[src/pkg/acr_pkg.sv]
// Package with register map, field positions, reset values and types of the converter control block.
package acr_pkg;

   // Register offsets. 0x79 to 0x7b are not multiples of four, so each offset is an
   // index and the byte address is four times the index.
   localparam logic [7:0] RESULT_LOW_IDX   = 8'h78;
   localparam logic [7:0] RESULT_HIGH_IDX  = 8'h79;
   localparam logic [7:0] CONTROL_A_IDX    = 8'h7a;
   localparam logic [7:0] CONTROL_B_IDX    = 8'h7b;
   localparam logic [7:0] INPUT_REF_IDX    = 8'h7c;

   // Field positions in control register A.
   localparam int CA_ENABLE   = 7;
   localparam int CA_START    = 6;
   localparam int CA_AUTO     = 5;
   localparam int CA_DONE     = 4;
   localparam int CA_IRQ_EN   = 3;

   // Field positions in the input and reference select register.
   localparam int IR_LEFT_ADJ = 5;

   // Reset values.
   localparam logic [7:0] CONTROL_A_RST = 8'h00;
   localparam logic [7:0] CONTROL_B_RST = 8'h00;
   localparam logic [7:0] INPUT_REF_RST = 8'h00;
   localparam logic [9:0] RESULT_RST    = 10'h000;

   // Conversion lengths in converter clock cycles.
   localparam logic [4:0] FIRST_CONV_CYCLES  = 5'd25;
   localparam logic [4:0] NORMAL_CONV_CYCLES = 5'd13;

   // Reference and channel codes.
   localparam logic [1:0] REF_EXTERNAL = 2'h0;
   localparam logic [1:0] REF_SUPPLY   = 2'h1;
   localparam logic [1:0] REF_RESERVED = 2'h2;
   localparam logic [1:0] REF_INTERNAL = 2'h3;
   localparam logic [3:0] CH_BANDGAP   = 4'he;
   localparam logic [3:0] CH_GROUND    = 4'hf;

   // Trigger source codes.
   localparam logic [2:0] TRIG_FREE_RUN = 3'h0;

   typedef enum logic [2:0] {
      ACR_TRIG_FREE,
      ACR_TRIG_COMPARATOR,
      ACR_TRIG_EXT_INT0,
      ACR_TRIG_T0_CMP_A,
      ACR_TRIG_T0_OVF,
      ACR_TRIG_T1_CMP_B,
      ACR_TRIG_T1_OVF,
      ACR_TRIG_T1_CAPTURE
   } acr_trig_t;

   // Selections handed to the conversion core.
   typedef struct packed {
      logic [1:0] reference_select;
      logic [3:0] channel_select;
   } acr_sel_t;

   // External trigger flags, one per nonzero trigger code.
   typedef struct packed {
      logic timer1_capture;
      logic timer1_overflow;
      logic timer1_compare_b;
      logic timer0_overflow;
      logic timer0_compare_a;
      logic ext_interrupt0;
      logic comparator;
   } acr_trig_flags_t;

endpackage : acr_pkg

[src/hdl/acr_sar_core.sv]
// Conversion core stand-in: counts converter clocks and delivers a result with a done pulse.
`timescale 1ns/10ps
`default_nettype none
module acr_sar_core (
   input  wire logic            pclk,
   input  wire logic            presetn,
   input  wire logic            ce,
   input  wire logic            conv_tick,
   input  wire logic            start,
   input  wire logic            abort,
   input  wire logic            first,
   input  wire acr_pkg::acr_sel_t sel,
   input  wire logic [9:0]      sample_code,
   output logic                 busy,
   output logic                 done,
   output logic [9:0]           result
);
   typedef struct packed {
      logic       busy;
      logic       done;
      logic [4:0] count;
      logic [9:0] result;
   } acr_core_state_t;

   acr_core_state_t st_r;
   acr_core_state_t st_nxt;

   always_comb begin
      st_nxt      = st_r;
      st_nxt.done = 1'b0;
      if (abort) begin
         st_nxt.busy = 1'b0;
      end else if (start && !st_r.busy) begin
         st_nxt.busy  = 1'b1;
         st_nxt.count = first ? acr_pkg::FIRST_CONV_CYCLES : acr_pkg::NORMAL_CONV_CYCLES;
      end else if (st_r.busy && conv_tick) begin
         if (st_r.count == 5'h01) begin
            st_nxt.busy = 1'b0;
            st_nxt.done = 1'b1;
            // Ground channel always reads as zero; other inputs come from the sample port.
            st_nxt.result = (sel.channel_select == acr_pkg::CH_GROUND) ? 10'h000 : sample_code;
         end else begin
            st_nxt.count = st_r.count - 5'h01;
         end
      end
   end

   always_ff @(posedge pclk or negedge presetn) begin
      if (!presetn) begin
         st_r <= '0;
      end else if (ce) begin
         st_r <= st_nxt;
      end
   end

   assign busy   = st_r.busy;
   assign done   = st_r.done;
   assign result = st_r.result;
endmodule : acr_sar_core
`default_nettype wire

[src/hdl/acr_control.sv]
// Converter control and register block with an APB slave port.
//
// Function
// - Reference code 00 external pin, 01 supply, 10 reserved, 11 internal 1.1V.
// - A reference change during a conversion waits until that conversion completes.
// - Left adjust bit changes result presentation immediately, even mid-conversion.
// - Channel codes 0-7 inputs, 1110 bandgap, 1111 ground; changes wait for completion.
// - Bit 4 of the select register always reads zero.
// - Enable bit powers the converter; clearing it aborts any running conversion.
// - Writing start begins a conversion; free running needs only the first start.
// - First conversion after enabling takes 25 converter clocks, later ones 13.
// - Start bit reads one while converting; writing zero to it does nothing.
// - Auto trigger starts a conversion on each rising edge of the selected source.
// - Done flag sets when a conversion completes and the result is updated.
// - Done flag clears on interrupt acknowledge or when software writes one.
// - Interrupt requested while done flag, its enable and global enable are set.
// - Prescaler codes give divide by 2,2,4,8,16,32,64,128.
// - Result is a 10-bit code, input times 1024 over reference.
// - Right adjust puts bits 9:8 high, 7:0 low; left adjust 9:2 high, 1:0 low top.
// - Reading the low byte blocks result updates until the high byte is read.
// - Trigger source field acts only with auto trigger; rising flag edge triggers.
// - Switching from a clear source to a set source counts as a rising edge.
// - Trigger codes: free run, comparator, int0, t0 cmp A, t0 ovf, t1 cmp B, ovf, capture.
// - Switching to free running mode itself creates no trigger event.
`timescale 1ns/10ps
`default_nettype none
module acr_control (
   input  wire logic                     pclk,
   input  wire logic                     presetn,
   input  wire logic                     ce,
   input  wire logic                     psel,
   input  wire logic                     penable,
   input  wire logic                     pwrite,
   input  wire logic [11:0]              paddr,
   input  wire logic [31:0]              pwdata,
   output logic [31:0]                   prdata,
   output logic                          pready,
   output logic                          pslverr,
   input  wire acr_pkg::acr_trig_flags_t trig_flags,
   input  wire logic                     global_irq_enable,
   input  wire logic                     irq_ack,
   input  wire logic [9:0]               sample_code,
   output logic                          irq,
   output logic                          converter_power,
   output logic                          conv_clk_tick,
   output acr_pkg::acr_sel_t             active_sel
);
   typedef struct packed {
      logic [7:0]        ctrl_a;
      logic [2:0]        trig_src;
      logic [7:0]        in_ref;
      acr_pkg::acr_sel_t act_sel;
      logic              first_pend;
      logic              trig_level;
      logic              start_pend;
      logic [9:0]        result;
      logic [9:0]        held;
      logic              read_lock;
      logic [6:0]        presc;
      logic [31:0]       rdata;
   } acr_state_t;

   acr_state_t st_r;
   acr_state_t st_nxt;

   logic       core_busy;
   logic       core_done;
   logic [9:0] core_result;
   logic       core_start;
   logic       tick;
   logic       sel_level;
   logic [6:0] div_mask;
   logic [7:0] high_byte;
   logic [7:0] low_byte;
   logic       wr;
   logic       rd;
   logic [9:0] idx;
   logic       mapped;

   assign idx    = paddr[11:2];
   assign wr     = psel && penable && pwrite;
   assign rd     = psel && penable && !pwrite;
   assign mapped = paddr[1:0] == 2'h0 && idx >= {2'h0, acr_pkg::RESULT_LOW_IDX}
                   && idx <= {2'h0, acr_pkg::INPUT_REF_IDX};

   // Prescaler mask: counter bits that must all be ones for a converter clock tick.
   always_comb begin
      unique case (st_r.ctrl_a[2:0])
         3'h0, 3'h1: div_mask = 7'h01;
         3'h2:       div_mask = 7'h03;
         3'h3:       div_mask = 7'h07;
         3'h4:       div_mask = 7'h0f;
         3'h5:       div_mask = 7'h1f;
         3'h6:       div_mask = 7'h3f;
         3'h7:       div_mask = 7'h7f;
      endcase
   end
   // Gated by the clock enable so that a frozen prescaler cannot repeat a tick.
   assign tick = ((st_r.presc & div_mask) == div_mask) && st_r.ctrl_a[acr_pkg::CA_ENABLE]
                 && ce;

   // Selected trigger flag; code zero has no flag of its own.
   always_comb begin
      unique case (acr_pkg::acr_trig_t'(st_r.trig_src))
         acr_pkg::ACR_TRIG_FREE:       sel_level = 1'b0;
         acr_pkg::ACR_TRIG_COMPARATOR: sel_level = trig_flags.comparator;
         acr_pkg::ACR_TRIG_EXT_INT0:   sel_level = trig_flags.ext_interrupt0;
         acr_pkg::ACR_TRIG_T0_CMP_A:   sel_level = trig_flags.timer0_compare_a;
         acr_pkg::ACR_TRIG_T0_OVF:     sel_level = trig_flags.timer0_overflow;
         acr_pkg::ACR_TRIG_T1_CMP_B:   sel_level = trig_flags.timer1_compare_b;
         acr_pkg::ACR_TRIG_T1_OVF:     sel_level = trig_flags.timer1_overflow;
         acr_pkg::ACR_TRIG_T1_CAPTURE: sel_level = trig_flags.timer1_capture;
      endcase
   end

   // Result presentation follows the left adjust bit combinationally.
   always_comb begin
      if (st_r.in_ref[acr_pkg::IR_LEFT_ADJ]) begin
         high_byte = st_r.result[9:2];
         low_byte  = {st_r.result[1:0], 6'h00};
      end else begin
         high_byte = {6'h00, st_r.result[9:8]};
         low_byte  = st_r.result[7:0];
      end
   end

   always_comb begin
      logic       en_now;
      logic       en_was;
      logic       auto_ev;
      logic       sw_start;
      logic       free_ev;
      logic [7:0] wb;
      en_now   = 1'b0;
      en_was   = 1'b0;
      auto_ev  = 1'b0;
      sw_start = 1'b0;
      free_ev  = 1'b0;
      wb       = pwdata[7:0];
      st_nxt   = st_r;
      core_start = 1'b0;
      st_nxt.presc = st_r.ctrl_a[acr_pkg::CA_ENABLE] ? st_r.presc + 7'h01 : 7'h00;
      en_was = st_r.ctrl_a[acr_pkg::CA_ENABLE];

      // Register writes.
      if (wr && mapped) begin
         unique case (idx[7:0])
            acr_pkg::CONTROL_A_IDX: begin
               st_nxt.ctrl_a[7]   = wb[7];
               st_nxt.ctrl_a[5]   = wb[5];
               st_nxt.ctrl_a[3:0] = wb[3:0];
               sw_start = wb[acr_pkg::CA_START] && wb[acr_pkg::CA_ENABLE];
               if (wb[acr_pkg::CA_DONE]) begin
                  st_nxt.ctrl_a[acr_pkg::CA_DONE] = 1'b0;
               end
            end
            acr_pkg::CONTROL_B_IDX: st_nxt.trig_src = wb[2:0];
            acr_pkg::INPUT_REF_IDX: st_nxt.in_ref = {wb[7:5], 1'b0, wb[3:0]};
            default: ;
         endcase
      end
      if (irq_ack) begin
         st_nxt.ctrl_a[acr_pkg::CA_DONE] = 1'b0;
      end
      en_now = st_nxt.ctrl_a[acr_pkg::CA_ENABLE];
      if (en_now && !en_was) begin
         st_nxt.first_pend = 1'b1;
      end
      if (!en_now) begin
         st_nxt.start_pend = 1'b0;
      end

      // Free running restarts on every completion once the first start was given.
      free_ev = core_done && st_r.trig_src == acr_pkg::TRIG_FREE_RUN
                && st_r.ctrl_a[acr_pkg::CA_AUTO];

      // A rising edge of the selected level, including one made by a source switch.
      st_nxt.trig_level = sel_level;
      auto_ev = st_r.ctrl_a[acr_pkg::CA_AUTO] && sel_level && !st_r.trig_level;

      if ((sw_start || auto_ev || free_ev) && en_now) begin
         st_nxt.start_pend = 1'b1;
      end

      // Selections latch into the core only at a start, so writes mid-conversion wait.
      if (st_r.start_pend && !core_busy && en_now && !core_done) begin
         core_start           = 1'b1;
         st_nxt.start_pend    = 1'b0;
         st_nxt.first_pend    = 1'b0;
         st_nxt.act_sel       = acr_sel_f(st_nxt.in_ref);
      end
      // The start cycle itself counts as converting, so the bit has no gap before busy rises.
      st_nxt.ctrl_a[acr_pkg::CA_START] = st_nxt.start_pend || core_start
                                          || (core_busy && !core_done && en_now);

      // Completion: the result waits in the held value while the low byte lock stands.
      if (core_done && en_was) begin
         st_nxt.held = core_result;
         st_nxt.ctrl_a[acr_pkg::CA_DONE] = 1'b1;
      end
      if (!st_r.read_lock) begin
         st_nxt.result = (core_done && en_was) ? core_result : st_r.held;
      end

      // Read path and the result lock.
      st_nxt.rdata = 32'h0000_0000;
      if (psel && !penable && !pwrite && mapped) begin
         unique case (paddr[9:2])
            acr_pkg::RESULT_LOW_IDX:  st_nxt.rdata = {24'h000000, low_byte};
            acr_pkg::RESULT_HIGH_IDX: st_nxt.rdata = {24'h000000, high_byte};
            acr_pkg::CONTROL_A_IDX:   st_nxt.rdata = {24'h000000, st_r.ctrl_a};
            acr_pkg::CONTROL_B_IDX:   st_nxt.rdata = {29'h0000000, st_r.trig_src};
            acr_pkg::INPUT_REF_IDX:   st_nxt.rdata = {24'h000000, st_r.in_ref};
            default: ;
         endcase
      end
      if (rd && mapped && idx[7:0] == acr_pkg::RESULT_LOW_IDX) begin
         st_nxt.read_lock = 1'b1;
      end
      if (rd && mapped && idx[7:0] == acr_pkg::RESULT_HIGH_IDX) begin
         st_nxt.read_lock = 1'b0;
      end
   end

   function automatic acr_pkg::acr_sel_t acr_sel_f(input logic [7:0] r);
      acr_pkg::acr_sel_t s;
      s.reference_select = r[7:6];
      s.channel_select   = r[3:0];
      return s;
   endfunction : acr_sel_f

   always_ff @(posedge pclk or negedge presetn) begin
      if (!presetn) begin
         st_r        <= '0;
         st_r.ctrl_a <= acr_pkg::CONTROL_A_RST;
         st_r.in_ref <= acr_pkg::INPUT_REF_RST;
         st_r.result <= acr_pkg::RESULT_RST;
      end else if (ce) begin
         st_r <= st_nxt;
      end
   end

   acr_sar_core u_core (
      .pclk        (pclk),
      .presetn     (presetn),
      .ce          (ce),
      .conv_tick   (tick),
      .start       (core_start),
      .abort       (!st_r.ctrl_a[acr_pkg::CA_ENABLE]),
      .first       (st_r.first_pend),
      .sel         (st_nxt.act_sel),
      .sample_code (sample_code),
      .busy        (core_busy),
      .done        (core_done),
      .result      (core_result)
   );

   assign prdata          = st_r.rdata;
   assign pready          = 1'b1;
   assign pslverr         = psel && penable && !mapped;
   assign irq             = st_r.ctrl_a[acr_pkg::CA_DONE] && st_r.ctrl_a[acr_pkg::CA_IRQ_EN]
                            && global_irq_enable;
   assign converter_power = st_r.ctrl_a[acr_pkg::CA_ENABLE];
   assign conv_clk_tick   = tick;
   assign active_sel      = st_r.act_sel;
endmodule : acr_control
`default_nettype wire

[config.mk]
export PLATFORM = sky130hd
export DESIGN_NAME = acr_control
export DESIGN_NICKNAME = d
export VERILOG_FILES = /design/src/pkg/acr_pkg.sv /design/src/hdl/acr_sar_core.sv /design/src/hdl/acr_control.sv
export SDC_FILE = /design/constraint.sdc
export NUM_CORES = 1
export LEC_CHECK = 0
export BUFFER_PORTS_ARGS = -buffer_cell sky130_fd_sc_hd__buf_2
export CORE_ASPECT_RATIO = 1.75
export CORE_MARGIN = 2
export CORE_UTILIZATION = 60
export CTS_BUF_LIST = sky130_fd_sc_hd__clkbuf_4 sky130_fd_sc_hd__clkbuf_8
export DETAILED_ROUTE_END_ITERATION = 6
export PLACE_DENSITY = 0.95
export SKIP_CTS_REPAIR_TIMING = 1
export SLEW_MARGIN = 25
export SYNTH_ARGS = -nofsm -noshare
export SYNTH_HDL_FRONTEND = slang
export SYNTH_HIERARCHICAL = 1
export SYNTH_SLANG_ARGS = --single-unit
[constraint.sdc]
create_clock -name pclk -period 6.82 [get_ports pclk]
set_input_delay 0 -clock pclk [delete_from_list [all_inputs] [get_ports pclk]]
set_output_delay 0 -clock pclk [all_outputs]
set_load 0.05 [all_outputs]
==> reports/qor.csv <==
stage;metric;value;unit
status;status;complete, no violations;
timing;period utilization;0.450;
setup_path;worst-path cell chain;nor3b_1, nand2_1, mux2i_1, nor2_1, a21oi_1, nand4_1, nand4_1, nand2_1;
pwr;P_leak;2.42;nW
timing;setup TNS;0;ps
synth;Syn Std Cell Area;0.00468;mm^2
clock_network;CTS H-tree lvls;3;
final_layout;# diodes;0;
floorplanning;site row count;42;
hold_path;hold path depth;4;
grt;largest net degree at the start of global routing;81;
timing;Hold Fails Final Rpt;0;
drt;Vias/cell;6.22;
clock_network;cts bufs inserted;9;
clock_network;CTS clk-pin slew, worst paths;80;ps
timing;worst hold margin;4.65;ps
hold_path;worst hold path class;input port to flop;
setup_path;FF-to-FF path depth;8;
final_layout;share of layout cells above drive strength 1;0.220;
drt;via count;3797;
timing;Setup Skew;6.83;ps
synth;Synth Warn #;6;
final_layout;FILL cells;563;
timing;post-layout min period;3070;ps
pwr;VDD IR max;0.144;mV
drt;TritonRoute pass-1 iters;5;
hold_path;worst hold path startpoint;irq_ack;
setup_path;crit start category;flop;
floorplanning;I/O pins;112;
final_layout;commonest cells after routing, fill and taps aside;dfrtp_1 (80), buf_2 (61), nand2_1 (46);
grt;total gr overflow;0;
setup_path;Reg-to-Reg Start;u_core/busy$_DFFE_PN0P_;
setup_path;R2R Path End;u_core/result[7]$_DFFE_PN0P_;
floorplanning;Die X;70.7;um
setup_path;crit-path max FO;11;
pwr;Cell Pwr Density;188;mW/mm^2
setup_path;CP max stage cell;nor3b_1;
timing;worst rel slew slack;0.410;
final_layout;Final #Nets;589;
grt;first-pass GRT wire length;17800;um
timing;Worst-Margin Slew;860;ps
timing;final setup fails;0;
synth;cells after synthesis;479;
setup_path;Crit. End Element;flop;
clock_network;clk_lat worst skew;360;ps
placement;PortBufs;62;
clock_network;CTS Sinks;80;
final_layout;most common cell after layout, fill and taps aside;dfrtp_1;
hold_path;Hold Path Sink;st_r[84]$_DFFE_PN0P_;
setup_path;r2r setup slk;3750;ps
grt;number of global-route vias before repair;3699;
timing;Max Fclk;326;MHz
flow_run;# Max-Cap Violations;0;
drt;Routed WL;10900;um
final_layout;Synth-to-Final Area Change;8.96;%
grt;gr usage total;0.265;
setup_path;Crit path required time;7060;ps
placement;global placement routability congestion;0.978;
floorplanning;core area;0.00757;mm^2
drt;Post-route DRC;0;
setup_path;Arr. time, crit path;3310;ps
clock_network;Longest Clk Path Bufs;2;
clock_network;CTS tree;built;
drt;ANT nets after route;0;
placement;post-DP HPWL;7760;um
floorplanning;Total Die Area;0.00855;mm^2
drt;WL per Instance;17.9;um
setup_path;max incr delay on CP;720;ps
grt;initial antenna violation count;0;
floorplanning;die span in y;121;um
clock_network;root buffer cell;clkbuf_8;
drt;Initial DRC Count;489;
synth;syn avg cell area;9.76;um^2
timing;Final Max Tran Viols;0;
setup_path;critical path class;flop to flop;
floorplanning;Initial Util;0.618;
timing;RSZ-0062 raised after global routing;no;
==> layer usage <==
layer / track usage / wire length, um / vias up
met2: 0.451 / 5560 / 199
met3: 0.0525 / 660 / 43
li1: - / - / 1741
met5: 0 / 0 / -
met1: 0.309 / 4170 / 1814
met4: 0.145 / 546 / 0
==> worst max-delay path: cells and delay by family, from the launching register on <==
kind | cells | cell delay, ps
DFF | 1 | 490
and+or+nand+nor | 6 | 1650
muxes | 1 | 610
AOI/OAI and AO/OA | 1 | 190
==> through the flow <==
step	utilization	setup slack [ps]	instances	total power, mW	cell area, um^2
after CTS	0.649	3800	592	0.948	4910
after detailed placement	0.619	3920	576	0.560	4690
after floorplan	-	3190	502	0.545	4760
after global routing	0.673	3510	610	0.986	5100
final	0.673	3750	610	0.956	5100
after global placement	0.619	3990	576	0.559	4690
==> area by class of cell <==
| class | count | area (um^2) | area share |
|---|---|---|---|
| multi-input cells | 330 | 2200 | 0.432 |
| flip-flops and latches | 80 | 2000 | 0.393 |
| repair buffers | 80 | 497 | 0.0975 |
| clock buffers | 11 | 145 | 0.0285 |
| well taps | 88 | 110 | 0.0216 |
| clock inverters | 5 | 80.1 | 0.0157 |
| inverters | 16 | 60.1 | 0.0118 |
==> worst max path at each step <==
stage / start / end / cells after the start
CTS: u_core/busy$_DFFE_PN0P_ / u_core/result[7]$_DFFE_PN0P_ / 8
global route: u_core/busy$_DFFE_PN0P_ / u_core/result[3]$_DFFE_PN0P_ / 8
global placement: st_r[34]$_DFFE_PN0P_ / u_core/st_r[14]$_DFFE_PN0P_ / 7
finish: u_core/busy$_DFFE_PN0P_ / u_core/result[7]$_DFFE_PN0P_ / 8
detailed placement: st_r[34]$_DFFE_PN0P_ / u_core/st_r[11]$_DFFE_PN0P_ / 7
floorplan: converter_power$_DFFE_PN0P_ / u_core/result[0]$_DFFE_PN0P_ / 8
==> power by group <==
group	switching (mW)	internal, mW	total, mW
sequential	0.00120	0.474	0.476
clock	0.177	0.220	0.396
combinational	0.0626	0.0213	0.0839
==> sequential cells by signal (all words and copies together), names as in the netlist <==
signal / count
st_r: 48
u_core/result: 10
prdata: 8
active_sel: 6
u_core/st_r: 5
converter_power: 1
u_core/busy: 1
u_core/done: 1
Note: power is estimated with default switching activity, not from simulation.
